[src/common/dio_select_defs.svh]
// Offsets, field positions, reset values and timing counts of the digital I/O selector.
// Assumes inclusion by bare name from the package and the design file.
`ifndef DIO_SELECT_DEFS_SVH
`define DIO_SELECT_DEFS_SVH

// Register byte offsets
`define OFS_OUT_ONE_CFG    12'h000
`define OFS_OUT_TWO_CFG    12'h004
`define OFS_IN_CFG         12'h008
`define OFS_EDIT           12'h00c
`define OFS_STATUS         12'h010

// Output config fields: function [3:0], polarity [4]
`define FLD_OUT_FUNC_LSB   0
`define FLD_OUT_POL_BIT    4
// Input config fields: function [2:0], level [3]
`define FLD_IN_FUNC_LSB    0
`define FLD_IN_LVL_BIT     3
// Edit register: target [1:0], command [5:4], tentative value [12:8]
`define FLD_EDIT_TGT_LSB   0
`define FLD_EDIT_CMD_LSB   4
`define FLD_EDIT_VAL_LSB   8

// Edit commands
`define CMD_HOLD           2'h1
`define CMD_ACCEPT         2'h2
`define CMD_REJECT         2'h3
`define CMD_ABANDON        2'h0

// Reset values
`define RST_OUT_CFG        5'h00
`define RST_IN_CFG         4'h0

// Debounce time of the digital input, in us, and its count at 250 MHz
`define DEBOUNCE_US        1000
`define CLK_MHZ            250
`define DEBOUNCE_CYCLES    (`DEBOUNCE_US * `CLK_MHZ)

`endif

[src/common/dio_select_pkg.sv]
// Types of the digital I/O selector: function codes, edit states, carriers.
// Assumes dio_select_defs.svh sits in the include path.
`include "dio_select_defs.svh"

package dio_select_pkg;

    // Output functions, in selection order
    typedef enum logic [3:0] {
        OF_UNUSED, OF_HIGH, OF_LOW, OF_HIGH_HIGH, OF_LOW_LOW, OF_PIPE_VOID,
        OF_RANGE_ONE, OF_RANGE_TWO, OF_PRESET, OF_CONV_FAIL, OF_PULSE,
        OF_PULSE_FWD, OF_PULSE_REV, OF_MR_HIGH, OF_MR_LOW
    } out_func_t;

    // Input functions, in selection order
    typedef enum logic [2:0] {
        IF_UNUSED, IF_RUN_HALT, IF_CLEAR_RUN, IF_RANGE_SEL, IF_ZEROING, IF_FIXED_OUT
    } in_func_t;

    // Edit sequence states
    typedef enum logic [1:0] {
        ED_IDLE, ED_EDITING, ED_CONFIRM
    } edit_state_t;

    // Output configuration
    typedef struct packed {
        logic      closed_when_normal;
        out_func_t func;
    } out_cfg_t;

    // Input configuration
    typedef struct packed {
        logic     high_level;
        in_func_t func;
    } in_cfg_t;

    // Conditions arriving from the measurement core
    typedef struct packed {
        logic high_alarm;
        logic low_alarm;
        logic high_high_alarm;
        logic low_low_alarm;
        logic pipe_void;
        logic range_one;
        logic range_two;
        logic preset_count;
        logic converter_failure;
        logic multirange_high;
        logic multirange_low;
        logic pulse_fwd;
        logic pulse_rev;
        logic multi_range_type;
    } conditions_t;

    // Controls to the totalizer, range, zeroing and fixed-output logic
    typedef struct packed {
        logic totalizer_run;
        logic totalizer_clear;
        logic range_select;
        logic zeroing_start;
        logic fixed_output;
    } in_controls_t;

endpackage

[src/logic/dio_select.sv]
// Digital output source selector and digital input function decoder, APB slave.
// Assumes a 250 MHz pclk, input conditions synchronous to pclk, and a raw field input.
//
// Function
// Each contact output selects one of fifteen functions.
// Contact polarity applies only to alarm functions.
// Closed-when-normal: contact closed without alarm, open during alarm.
// Open-when-normal: contact open without alarm, closed during alarm.
// General pulse carries both directions under multi-range forward/reverse type.
// Fixed forward and fixed reverse pulses carry only their own direction.
// Converter failure function follows the internal failure report.
// Pipe-void function follows empty pipe detection.
// Multi-range high and low functions follow their conditions.
// Input takes one of six functions.
// Zeroing function starts still-water zero on input activation.
// Detection level matters only for the two totalizer functions.
// Low level, run/halt: high halts, low runs.
// Low level, clear/run: high runs, low clears.
// High level, run/halt: high runs, low halts.
// High level, clear/run: high clears, low runs.
// Accepted scroll value is held tentative; active setting unchanged.
// Confirm: accept commits, reject re-edits, abandon drops and exits.
// Unused output stays inactive; unused input is ignored.
// Input is synchronised and debounced before use.
`timescale 1ns/1ps
`default_nettype none
`include "dio_select_defs.svh"

module dio_select #(
    parameter int unsigned DEBOUNCE_CYCLES = `DEBOUNCE_CYCLES
) (
    // Clock and reset
    input  wire logic                         pclk,
    input  wire logic                         presetn,
    // APB slave
    input  wire logic                         psel,
    input  wire logic                         penable,
    input  wire logic                         pwrite,
    input  wire logic [11:0]                  paddr,
    input  wire logic [31:0]                  pwdata,
    output logic      [31:0]                  prdata,
    output logic                              pready,
    output logic                              pslverr,
    // Measurement conditions
    input  wire dio_select_pkg::conditions_t  cond,
    // Field contact input
    input  wire logic                         field_input,
    // Contact outputs, high means contact closed
    output logic                              contact_output_one,
    output logic                              contact_output_two,
    // Controls to the measurement core
    output dio_select_pkg::in_controls_t      controls
);

    //==========================================================
    // Functions
    //==========================================================

    // Raw activity of a function, before polarity
    function automatic logic source_of(input dio_select_pkg::out_func_t f,
                                       input dio_select_pkg::conditions_t c);
        logic s;
        s = 1'b0;
        case (f)
            dio_select_pkg::OF_HIGH:      s = c.high_alarm;
            dio_select_pkg::OF_LOW:       s = c.low_alarm;
            dio_select_pkg::OF_HIGH_HIGH: s = c.high_high_alarm;
            dio_select_pkg::OF_LOW_LOW:   s = c.low_low_alarm;
            dio_select_pkg::OF_PIPE_VOID: s = c.pipe_void;
            dio_select_pkg::OF_RANGE_ONE: s = c.range_one;
            dio_select_pkg::OF_RANGE_TWO: s = c.range_two;
            dio_select_pkg::OF_PRESET:    s = c.preset_count;
            dio_select_pkg::OF_CONV_FAIL: s = c.converter_failure;
            // Without multi-range type only forward pulses exist
            dio_select_pkg::OF_PULSE:     s = c.pulse_fwd | (c.multi_range_type & c.pulse_rev);
            dio_select_pkg::OF_PULSE_FWD: s = c.pulse_fwd;
            dio_select_pkg::OF_PULSE_REV: s = c.pulse_rev;
            dio_select_pkg::OF_MR_HIGH:   s = c.multirange_high;
            dio_select_pkg::OF_MR_LOW:    s = c.multirange_low;
            default:                      s = 1'b0;
        endcase
        return s;
    endfunction

    // True for the alarm functions that honour polarity
    function automatic logic is_alarm(input dio_select_pkg::out_func_t f);
        logic a;
        a = 1'b0;
        case (f)
            dio_select_pkg::OF_HIGH, dio_select_pkg::OF_LOW, dio_select_pkg::OF_HIGH_HIGH,
            dio_select_pkg::OF_LOW_LOW, dio_select_pkg::OF_PIPE_VOID, dio_select_pkg::OF_CONV_FAIL,
            dio_select_pkg::OF_MR_HIGH, dio_select_pkg::OF_MR_LOW: a = 1'b1;
            default: a = 1'b0;
        endcase
        return a;
    endfunction

    // Contact level for one output: closed is 1
    function automatic logic contact_of(input dio_select_pkg::out_cfg_t cfg,
                                        input dio_select_pkg::conditions_t c);
        logic s;
        logic k;
        s = source_of(cfg.func, c);
        k = s;
        if (cfg.func == dio_select_pkg::OF_UNUSED) begin
            k = 1'b0;
        end else if (is_alarm(cfg.func)) begin
            // Closed-when-normal opens on alarm, open-when-normal closes on it
            k = cfg.closed_when_normal ? ~s : s;
        end
        return k;
    endfunction

    //==========================================================
    // Configuration and edit state
    //==========================================================

    dio_select_pkg::out_cfg_t    out_one_reg;
    dio_select_pkg::out_cfg_t    out_two_reg;
    dio_select_pkg::in_cfg_t     in_reg;
    dio_select_pkg::edit_state_t edit_reg;
    logic [1:0]                  target_reg;
    logic [4:0]                  tentative_reg;

    logic       wr_en;
    logic       rd_en;
    logic       addr_ok;
    logic [1:0] cmd;

    assign wr_en   = psel & penable & pwrite & pready;
    assign rd_en   = psel & ~penable & ~pwrite;
    assign addr_ok = (paddr == `OFS_OUT_ONE_CFG) | (paddr == `OFS_OUT_TWO_CFG) |
                     (paddr == `OFS_IN_CFG) | (paddr == `OFS_EDIT) | (paddr == `OFS_STATUS);
    assign cmd     = pwdata[`FLD_EDIT_CMD_LSB +: 2];

    // Edit sequence: hold tentative, confirm, commit or drop
    always_ff @(posedge pclk or negedge presetn) begin
        if (!presetn) begin
            edit_reg      <= dio_select_pkg::ED_IDLE;
            target_reg    <= 2'h0;
            tentative_reg <= 5'h00;
        end else if (wr_en && paddr == `OFS_EDIT) begin
            case (cmd)
                `CMD_HOLD: begin
                    // Only the tentative value moves; active setting stays
                    if (edit_reg != dio_select_pkg::ED_CONFIRM) begin
                        target_reg    <= pwdata[`FLD_EDIT_TGT_LSB +: 2];
                        tentative_reg <= pwdata[`FLD_EDIT_VAL_LSB +: 5];
                        edit_reg      <= dio_select_pkg::ED_CONFIRM;
                    end
                end
                `CMD_REJECT: begin
                    if (edit_reg == dio_select_pkg::ED_CONFIRM) begin
                        edit_reg <= dio_select_pkg::ED_EDITING;
                    end
                end
                `CMD_ACCEPT: begin
                    if (edit_reg == dio_select_pkg::ED_CONFIRM) begin
                        edit_reg <= dio_select_pkg::ED_IDLE;
                    end
                end
                default: begin
                    edit_reg <= dio_select_pkg::ED_IDLE;
                end
            endcase
        end
    end

    logic commit;
    assign commit = wr_en && paddr == `OFS_EDIT && cmd == `CMD_ACCEPT &&
                    edit_reg == dio_select_pkg::ED_CONFIRM;

    // Active configuration changes only on a confirmed commit
    always_ff @(posedge pclk or negedge presetn) begin
        if (!presetn) begin
            out_one_reg <= dio_select_pkg::out_cfg_t'(`RST_OUT_CFG);
            out_two_reg <= dio_select_pkg::out_cfg_t'(`RST_OUT_CFG);
            in_reg      <= dio_select_pkg::in_cfg_t'(`RST_IN_CFG);
        end else if (commit) begin
            case (target_reg)
                2'h0: out_one_reg <= dio_select_pkg::out_cfg_t'(tentative_reg);
                2'h1: out_two_reg <= dio_select_pkg::out_cfg_t'(tentative_reg);
                2'h2: in_reg      <= dio_select_pkg::in_cfg_t'(tentative_reg[3:0]);
                default: ;
            endcase
        end
    end

    //==========================================================
    // APB read path
    //==========================================================

    logic [31:0] rd_value;

    // Field input conditioning state, declared here because the status read uses it
    logic        sync_a_reg;
    logic        sync_b_reg;
    logic        in_level_reg;
    logic        in_prev_reg;
    logic [31:0] bounce_cnt_reg;

    // Read mux; unmapped addresses read zero
    always_comb begin
        rd_value = 32'h0000_0000;
        case (paddr)
            `OFS_OUT_ONE_CFG: rd_value = {27'h0, out_one_reg};
            `OFS_OUT_TWO_CFG: rd_value = {27'h0, out_two_reg};
            `OFS_IN_CFG:      rd_value = {28'h0, in_reg};
            `OFS_EDIT:        rd_value = {19'h0, tentative_reg, 2'h0, edit_reg, 2'h0, target_reg};
            `OFS_STATUS:      rd_value = {25'h0, in_level_reg, contact_output_two,
                                          contact_output_one, 1'b0, controls[2:0]};
            default:          rd_value = 32'h0000_0000;
        endcase
    end

    // No wait state: ready in every access phase, error on unmapped address
    always_ff @(posedge pclk or negedge presetn) begin
        if (!presetn) begin
            prdata  <= 32'h0000_0000;
            pready  <= 1'b0;
            pslverr <= 1'b0;
        end else begin
            pready  <= psel & ~penable;
            pslverr <= psel & ~penable & ~addr_ok;
            if (rd_en) begin
                prdata <= rd_value;
            end
        end
    end

    //==========================================================
    // Field input conditioning
    //==========================================================

    // Two-stage synchroniser then a stable-for-N filter
    always_ff @(posedge pclk or negedge presetn) begin
        if (!presetn) begin
            sync_a_reg     <= 1'b0;
            sync_b_reg     <= 1'b0;
            in_level_reg   <= 1'b0;
            bounce_cnt_reg <= 32'h0000_0000;
        end else begin
            sync_a_reg <= field_input;
            sync_b_reg <= sync_a_reg;
            if (sync_b_reg == in_level_reg) begin
                bounce_cnt_reg <= 32'h0000_0000;
            end else if (bounce_cnt_reg >= DEBOUNCE_CYCLES - 1) begin
                in_level_reg   <= sync_b_reg;
                bounce_cnt_reg <= 32'h0000_0000;
            end else begin
                bounce_cnt_reg <= bounce_cnt_reg + 32'h0000_0001;
            end
        end
    end

    // Previous filtered level, for the zeroing edge
    always_ff @(posedge pclk or negedge presetn) begin
        if (!presetn) begin
            in_prev_reg <= 1'b0;
        end else begin
            in_prev_reg <= in_level_reg;
        end
    end

    //==========================================================
    // Input function decode
    //==========================================================

    dio_select_pkg::in_controls_t ctl_next;

    // Level applies to totalizer functions only; others use active-high
    always_comb begin
        ctl_next = '0;
        ctl_next.totalizer_run = 1'b1;
        case (in_reg.func)
            dio_select_pkg::IF_RUN_HALT: begin
                ctl_next.totalizer_run = in_reg.high_level ? in_level_reg : ~in_level_reg;
            end
            dio_select_pkg::IF_CLEAR_RUN: begin
                ctl_next.totalizer_clear = in_reg.high_level ? in_level_reg : ~in_level_reg;
                ctl_next.totalizer_run   = ~ctl_next.totalizer_clear;
            end
            dio_select_pkg::IF_RANGE_SEL: ctl_next.range_select = in_level_reg;
            dio_select_pkg::IF_ZEROING:   ctl_next.zeroing_start = in_level_reg & ~in_prev_reg;
            dio_select_pkg::IF_FIXED_OUT: ctl_next.fixed_output = in_level_reg;
            default: ;
        endcase
    end

    //==========================================================
    // Registered outputs
    //==========================================================

    // Contacts and controls come straight from flip-flops
    always_ff @(posedge pclk or negedge presetn) begin
        if (!presetn) begin
            contact_output_one <= 1'b0;
            contact_output_two <= 1'b0;
            controls           <= '0;
        end else begin
            contact_output_one <= contact_of(out_one_reg, cond);
            contact_output_two <= contact_of(out_two_reg, cond);
            controls           <= ctl_next;
        end
    end

endmodule
`default_nettype wire

[config.mk]
export PLATFORM = sky130hd
export DESIGN_NAME = dio_select
export DESIGN_NICKNAME = d
export VERILOG_FILES = /design/src/common/dio_select_pkg.sv /design/src/logic/dio_select.sv
export VERILOG_INCLUDE_DIRS = /design/src /design/src/common
export SDC_FILE = /design/constraint.sdc
export NUM_CORES = 1
export LEC_CHECK = 0
export BUFFER_PORTS_ARGS = -buffer_cell sky130_fd_sc_hd__clkbuf_2
export CORE_MARGIN = 5
export CORE_UTILIZATION = 25
export DETAILED_ROUTE_END_ITERATION = 7
export GPL_TIMING_DRIVEN = 0
export PLACE_DENSITY = 0.51
export SKIP_CTS_REPAIR_TIMING = 1
export SYNTH_ARGS = -nofsm -noshare
export SYNTH_HDL_FRONTEND = slang
export SYNTH_SLANG_ARGS = --single-unit
[constraint.sdc]
create_clock -name pclk -period 2.35 [get_ports pclk]
set_input_delay 0 -clock pclk [delete_from_list [all_inputs] [get_ports pclk]]
set_output_delay 0 -clock pclk [all_outputs]
set_load 0.01 [all_outputs]
=== Word-level counts from Yosys, hierarchy flattened ===
Memories as Yosys holds them, arrays and structs flattened.
Cells that the tools add are included.

* Register bits: 100
* ROM bits: 32
* Input bits: 64
* Output and inout bits: 41
* Memories: 2

{| class="wikitable"
|+ Memory list
! memory !! words !! bits a word !! rd ports !! clocked after memory_dff !! wr ports !! RTL line !! source
|-
| (no name shown) || 16 || 1 || 1 || 0 || 0 || dio_select.sv:89 || <nowiki>case (f)</nowiki>
|-
| (no name shown) || 16 || 1 || 1 || 0 || 0 || dio_select.sv:89 ||
|}

* Add/subtract/negate cells: 1
* Order comparisons: 1
* Eq/ne operators: 48
* Multiplexer cells: 23
* Bitwise gates (word level): 22
* Reductions and logical operators: 13

{| class="wikitable"
|+ Operator list
! kind !! number
|-
| case mux 13 bit (5 select lines) || 1
|-
| two-way mux 32 bit || 2
|-
| equality test 4 bit (second input constant) || 14
|-
| adder 32 x 1 -> 32 bit (second input constant) || 1
|-
| equality test 4 x 3 -> 1 bit (second input constant) || 8
|-
| greater-or-equal comparator 32 x 18 -> 1 bit (second input constant) || 1
|-
| case mux 1 bit (14 select lines) || 2
|-
| equality test 12 x 4 -> 1 bit (second input constant) || 2
|-
| equality test 4 x 2 -> 1 bit (second input constant) || 4
|-
| two-way mux 1 bit || 13
|-
| equality test 12 x 3 -> 1 bit (second input constant) || 1
|-
| equality test 12 x 5 -> 1 bit (second input constant) || 1
|-
| zero test 12 bit || 1
|-
| inverter 1 bit || 9
|-
| AND 1 bit || 8
|-
| equality test 2 bit (second input constant) || 4
|-
| equality test 4 x 1 -> 1 bit (second input constant) || 2
|-
| zero test 4 bit || 2
|-
| != test 2 bit (second input constant) || 4
|-
| AND reduction 2 bit || 4
|-
| equality test 3 x 2 -> 1 bit (second input constant) || 2
|-
| equality test 3 bit (second input constant) || 2
|-
| two-way mux 2 bit || 3
|-
| case mux 2 bit (3 select lines) || 1
|-
| 9 further kinds || 16
|}

=== Longest topological paths before layout ===
* Depth after elaboration: 7
* Gate-level depth with buffers: 7
* Mapped depth without buffers: 7

=== Worst setup path after synthesis ===
Ideal clock, no wire load.

* Path type: in2reg
* From: input paddr[11]
* To: register out_two_reg[0] in the netlist's numbering
* Data arrival time: 1.729 ns
* Required time: 2.225 ns
* Setup slack: 0.496 ns
* Cell stages on the path: 5
* Path buffers: 0
* Path through: or4_4 > nor4_4 > nand3_4 > nor3b_4 > mux2_2

* Word-level cells in the longest chain between the ends: 5

{| class="wikitable"
|+ RTL lines
! what !! RTL line !! source
|-
| start: declaration || dio_select.sv:39 || <nowiki>input wire logic [11:0] paddr,</nowiki>
|-
| equality test 12 x 4 -> 1 bit || - ||
|-
| logical AND 1 bit (no line) (2 in a row) || - ||
|-
| logical AND 1 bit || dio_select.sv:170 || <nowiki>assign commit = wr_en && paddr == `OFS_EDIT && cmd == `CMD_ACCEPT &&</nowiki>
|-
| AND reduction 2 bit (no line) || - ||
|-
| end signal: assignment || dio_select.sv:177 || <nowiki>out_two_reg <= dio_select_pkg::out_cfg_t'(`RST_OUT_CFG);</nowiki>
|-
| end signal: assignment || dio_select.sv:182 || <nowiki>2'h1: out_two_reg <= dio_select_pkg::out_cfg_t'(tentative_reg);</nowiki>
|-
| end: declaration || dio_select.sv:119 || <nowiki>dio_select_pkg::out_cfg_t out_two_reg;</nowiki>
|}

No other way between the ends.
A chain may end at the register's enable or synchronous reset.

=== Worst setup path after layout ===
* From: register out_one_reg[1] in the netlist's numbering
* To: register contact_output_one

* Word-level cells in the longest chain between the ends: 6

{| class="wikitable"
|+ RTL lines
! what !! RTL line !! source
|-
| start: declaration || dio_select.sv:118 || <nowiki>dio_select_pkg::out_cfg_t out_one_reg;</nowiki>
|-
| start signal: assignment || dio_select.sv:176 || <nowiki>out_one_reg <= dio_select_pkg::out_cfg_t'(`RST_OUT_CFG);</nowiki>
|-
| start signal: assignment || dio_select.sv:181 || <nowiki>2'h0: out_one_reg <= dio_select_pkg::out_cfg_t'(tentative_reg);</nowiki>
|-
| equality test 4 bit (tied with other cells) || dio_select.sv:64 || <nowiki>case (f)</nowiki>
|-
| case mux 1 bit (14 select lines) || dio_select.sv:64 ||
|-
| inverter 1 bit || dio_select.sv:109 || <nowiki>k = cfg.closed_when_normal ? ~s : s;</nowiki>
|-
| two-way mux 1 bit || dio_select.sv:109 ||
|-
| two-way mux 1 bit || dio_select.sv:107 || <nowiki>end else if (is_alarm(cfg.func)) begin</nowiki>
|-
| two-way mux 1 bit (*) || dio_select.sv:105 || <nowiki>if (cfg.func == dio_select_pkg::OF_UNUSED) begin</nowiki>
|-
| end signal: assignment || dio_select.sv:301 || <nowiki>contact_output_one <= contact_of(out_one_reg, cond);</nowiki>
|-
| end: declaration || dio_select.sv:49 || <nowiki>output logic contact_output_one,</nowiki>
|}

Mark *: on every way between the ends. The rest lies on a longest branch, timed or not. The select of a mux whose other input is x is not followed.

==> impl_metrics.tcl <==
set metrics [dict create \
    final_area_mm2 0.00504 \
    endpoint "contact_output_one" \
    grt_pass1_vias 3033 \
    syn_inst 360 \
    grt_use_total 0.103 \
    ys_types 48 \
    cp_num_buf_inv 1 \
    crit_chain "inv_1, ha_1, a22o_1, a2111oi_0, a41oi_1, and3_1, mux2_2" \
    powerDensity_mw_per_mm2 563 \
    syn_area_per_cell_um2 10.9 \
    setup.worst_path.end_class "flop" \
    drive_above_1_share 0.260 \
    dp_cells 665 \
    yosysWarnings 0 \
    syn_area_mm2 0.00393 \
    rsz0062_at_grt "false" \
    cp.required_ns 2.56 \
    holdPathStages 3 \
    maxSlewHeadroom 0.388 \
    p_leak_nw 2.28 \
    crit_path_top_delay_cell "dfrtp_1" \
    grt_overflow 0 \
    gp_congestion 0.801 \
    period_share 0.880 \
    status "finished, violations left" \
    regToRegSetupSlack_ns 0.28 \
    max_freq_mhz 484 \
    grt_first_pass_wirelength_mm 15.1 \
    violations "negative hold slack" \
    ant_nets 0 \
    rr_worst_depth 7 \
    numPortBuffers 60 \
    final_cell_mix "dfrtp_1, clkbuf_2, conb_1" \
    largest_register_ffs 32 \
    synth_area_leaders "dfrtp_1, mux2_2, buf_4" \
    worstReg2RegStart "out_one_reg[1]" \
    antenna_found_initial 0 \
    critical_path_peak_fanout 6 \
    fin_nets 550 \
    synth_seq_cells 80 \
    cp.arrival_ns 2.28 \
    die_h_um 135 \
    postSynth.asyncResetShare 1.00 \
    finalHoldViolCount 1 \
    synth_edf_count 0 \
    io_pins 105 \
    drt_iter0_drc 144 \
    worst_slack_ns 0.283 \
    max-cap-violations 0 \
    viasPerCell 4.35 \
    hold_class "primary input to flop" \
    start_util 0.257 \
    setup_viol 0 \
    drtPass1Iterations 4 \
    skew_ns 0.00554 \
    startpoint "out_one_reg[1]" \
    drv_slew 0 \
    final_cells 692 \
    die_area_mm2 0.0183 \
    wl_per_cell_um 13.2 \
    post-route-min-period_ns 2.07 \
    pre_cts_slack_ns 0.190 \
    via_count 3007 \
    post-route-drc-count 0 \
    numCtsBuffers 9 \
    clkSinkCount 80 \
    r2r-end "contact_output_one" \
    cts-root-buf "clkbuf_16" \
    area_growth_pct 28.1 \
    cts_tree "built" \
    grt_max_degree 66 \
    setup_tns_ns 0 \
    die_width_um 135 \
    worst_setup_path_start_kind "flop" \
    wirelength_mm 9.16 \
    worst_hold_slack_ns -0.0145 \
    num_rows 45 \
    core_mm2 0.0153 \
    clockBufferDepth 2 \
    critical_path_class "flop to flop" \
    ys_seq_area_frac 0.509 \
    n_antenna_cell 0 \
    vdd_drop_max_mv 0.405 \
    synth_ff_type "dfrtp_1" \
    path_clk_slew_ns 0.05 \
    postPlaceCellArea_mm2 0.00465 \
    h-tree-depth 3 \
    cp_top_family "compound AO/OA/AOI/OAI gates" \
    clk_latency_ns 0.33 \
    synth_top_area_cell "dfrtp_1" \
    tightest_slew_ns 0.909 \
    synth_top_area_frac 0.509 \
    cpPeakStageDelay_ns 0.44 \
    cp.depth 7 \
    final_util 0.329 \
    finalPower_mw 2.84 \
    layout_commonest_cell "dfrtp_1" \
    dpl.hpwl_mm 7.11 \
]
[synthesized netlist by cell type, types with 2 or more instances]
cell type	count
nor2b_1	4
nand2_1	27
nand4_1	7
xnor2_1	11
clkbuf_1	8
dfrtp_1	80
o31ai_1	2
o22ai_1	2
and2_1	2
nor3_1	9
xor2_1	8
a22o_1	9
nor2_1	32
ha_1	9
mux2_2	24
nand3_1	13
or2_2	2
and3_1	4
a21oi_1	6
mux2i_1	9
a221o_1	2
a31oi_1	3
a22oi_1	5
nand3b_1	2
nor4_1	8
o21ai_0	9
nor3b_4	2
or4_4	2
or3_1	5
inv_1	13
a2111oi_0	2
buf_4	20
nand2b_1	4
[kinds of logic (layout without fill, tap and decap cells)]
kind of cell	Yosys count	after routing	share of synthesized area
xor gates and xnor gates	19	19	0.0423
other	1	34	0.000953
AOI/OAI and AO/OA	46	46	0.0837
DFF	80	80	0.509
muxes	33	33	0.0916
and+or+nand+nor	131	131	0.186
buffers and inverters	41	129	0.0582
adders and majority gates	9	9	0.0286
[worst min-delay path by stage]
stage                           start                 to
final                       pwdata[5]        edit_reg[0]
after detailed placement      presetn          prdata[6]
after CTS                     presetn            pslverr
after global placement    field_input         sync_a_reg
after global routing        pwdata[5]        edit_reg[0]
after floorplan               presetn  bounce_cnt_reg[0]
[power breakdown]
| part | internal (mW) | leakage (nW) | total, mW | switching, mW |
|---|---|---|---|---|
| registers | 1.40 | 1.06 | 1.40 | 0.00739 |
| logic | 0.0799 | 1.09 | 0.175 | 0.0951 |
| clock network | 0.768 | 0.130 | 1.26 | 0.490 |
[worst reg2reg max path: stages, from the launching register on]
cell	delay (ns)
dfrtp_1	0.44
inv_1	0.09
ha_1	0.24
a22o_1	0.22
a2111oi_0	0.44
a41oi_1	0.07
and3_1	0.17
mux2_2	0.27
[routing by layer]
metal  wire [um]  GRT usage  vias to the layer above
li1            -          -                     1463
met1        4110      0.130                     1432
met2        4330      0.171                       99
met3         629     0.0338                       13
met4          91     0.0263                        0
met5           0          0                        -
[area by class of cell]
cell class	count	area, um^2
inverter	13	48.8
sequential	80	2000
tap	211	264
fill	1568	10300
clock buffer	15	268
buffer	28	180
timing repair buffer	73	450
multi-input combinational	272	1830
(Power assumes the default switching activity.)
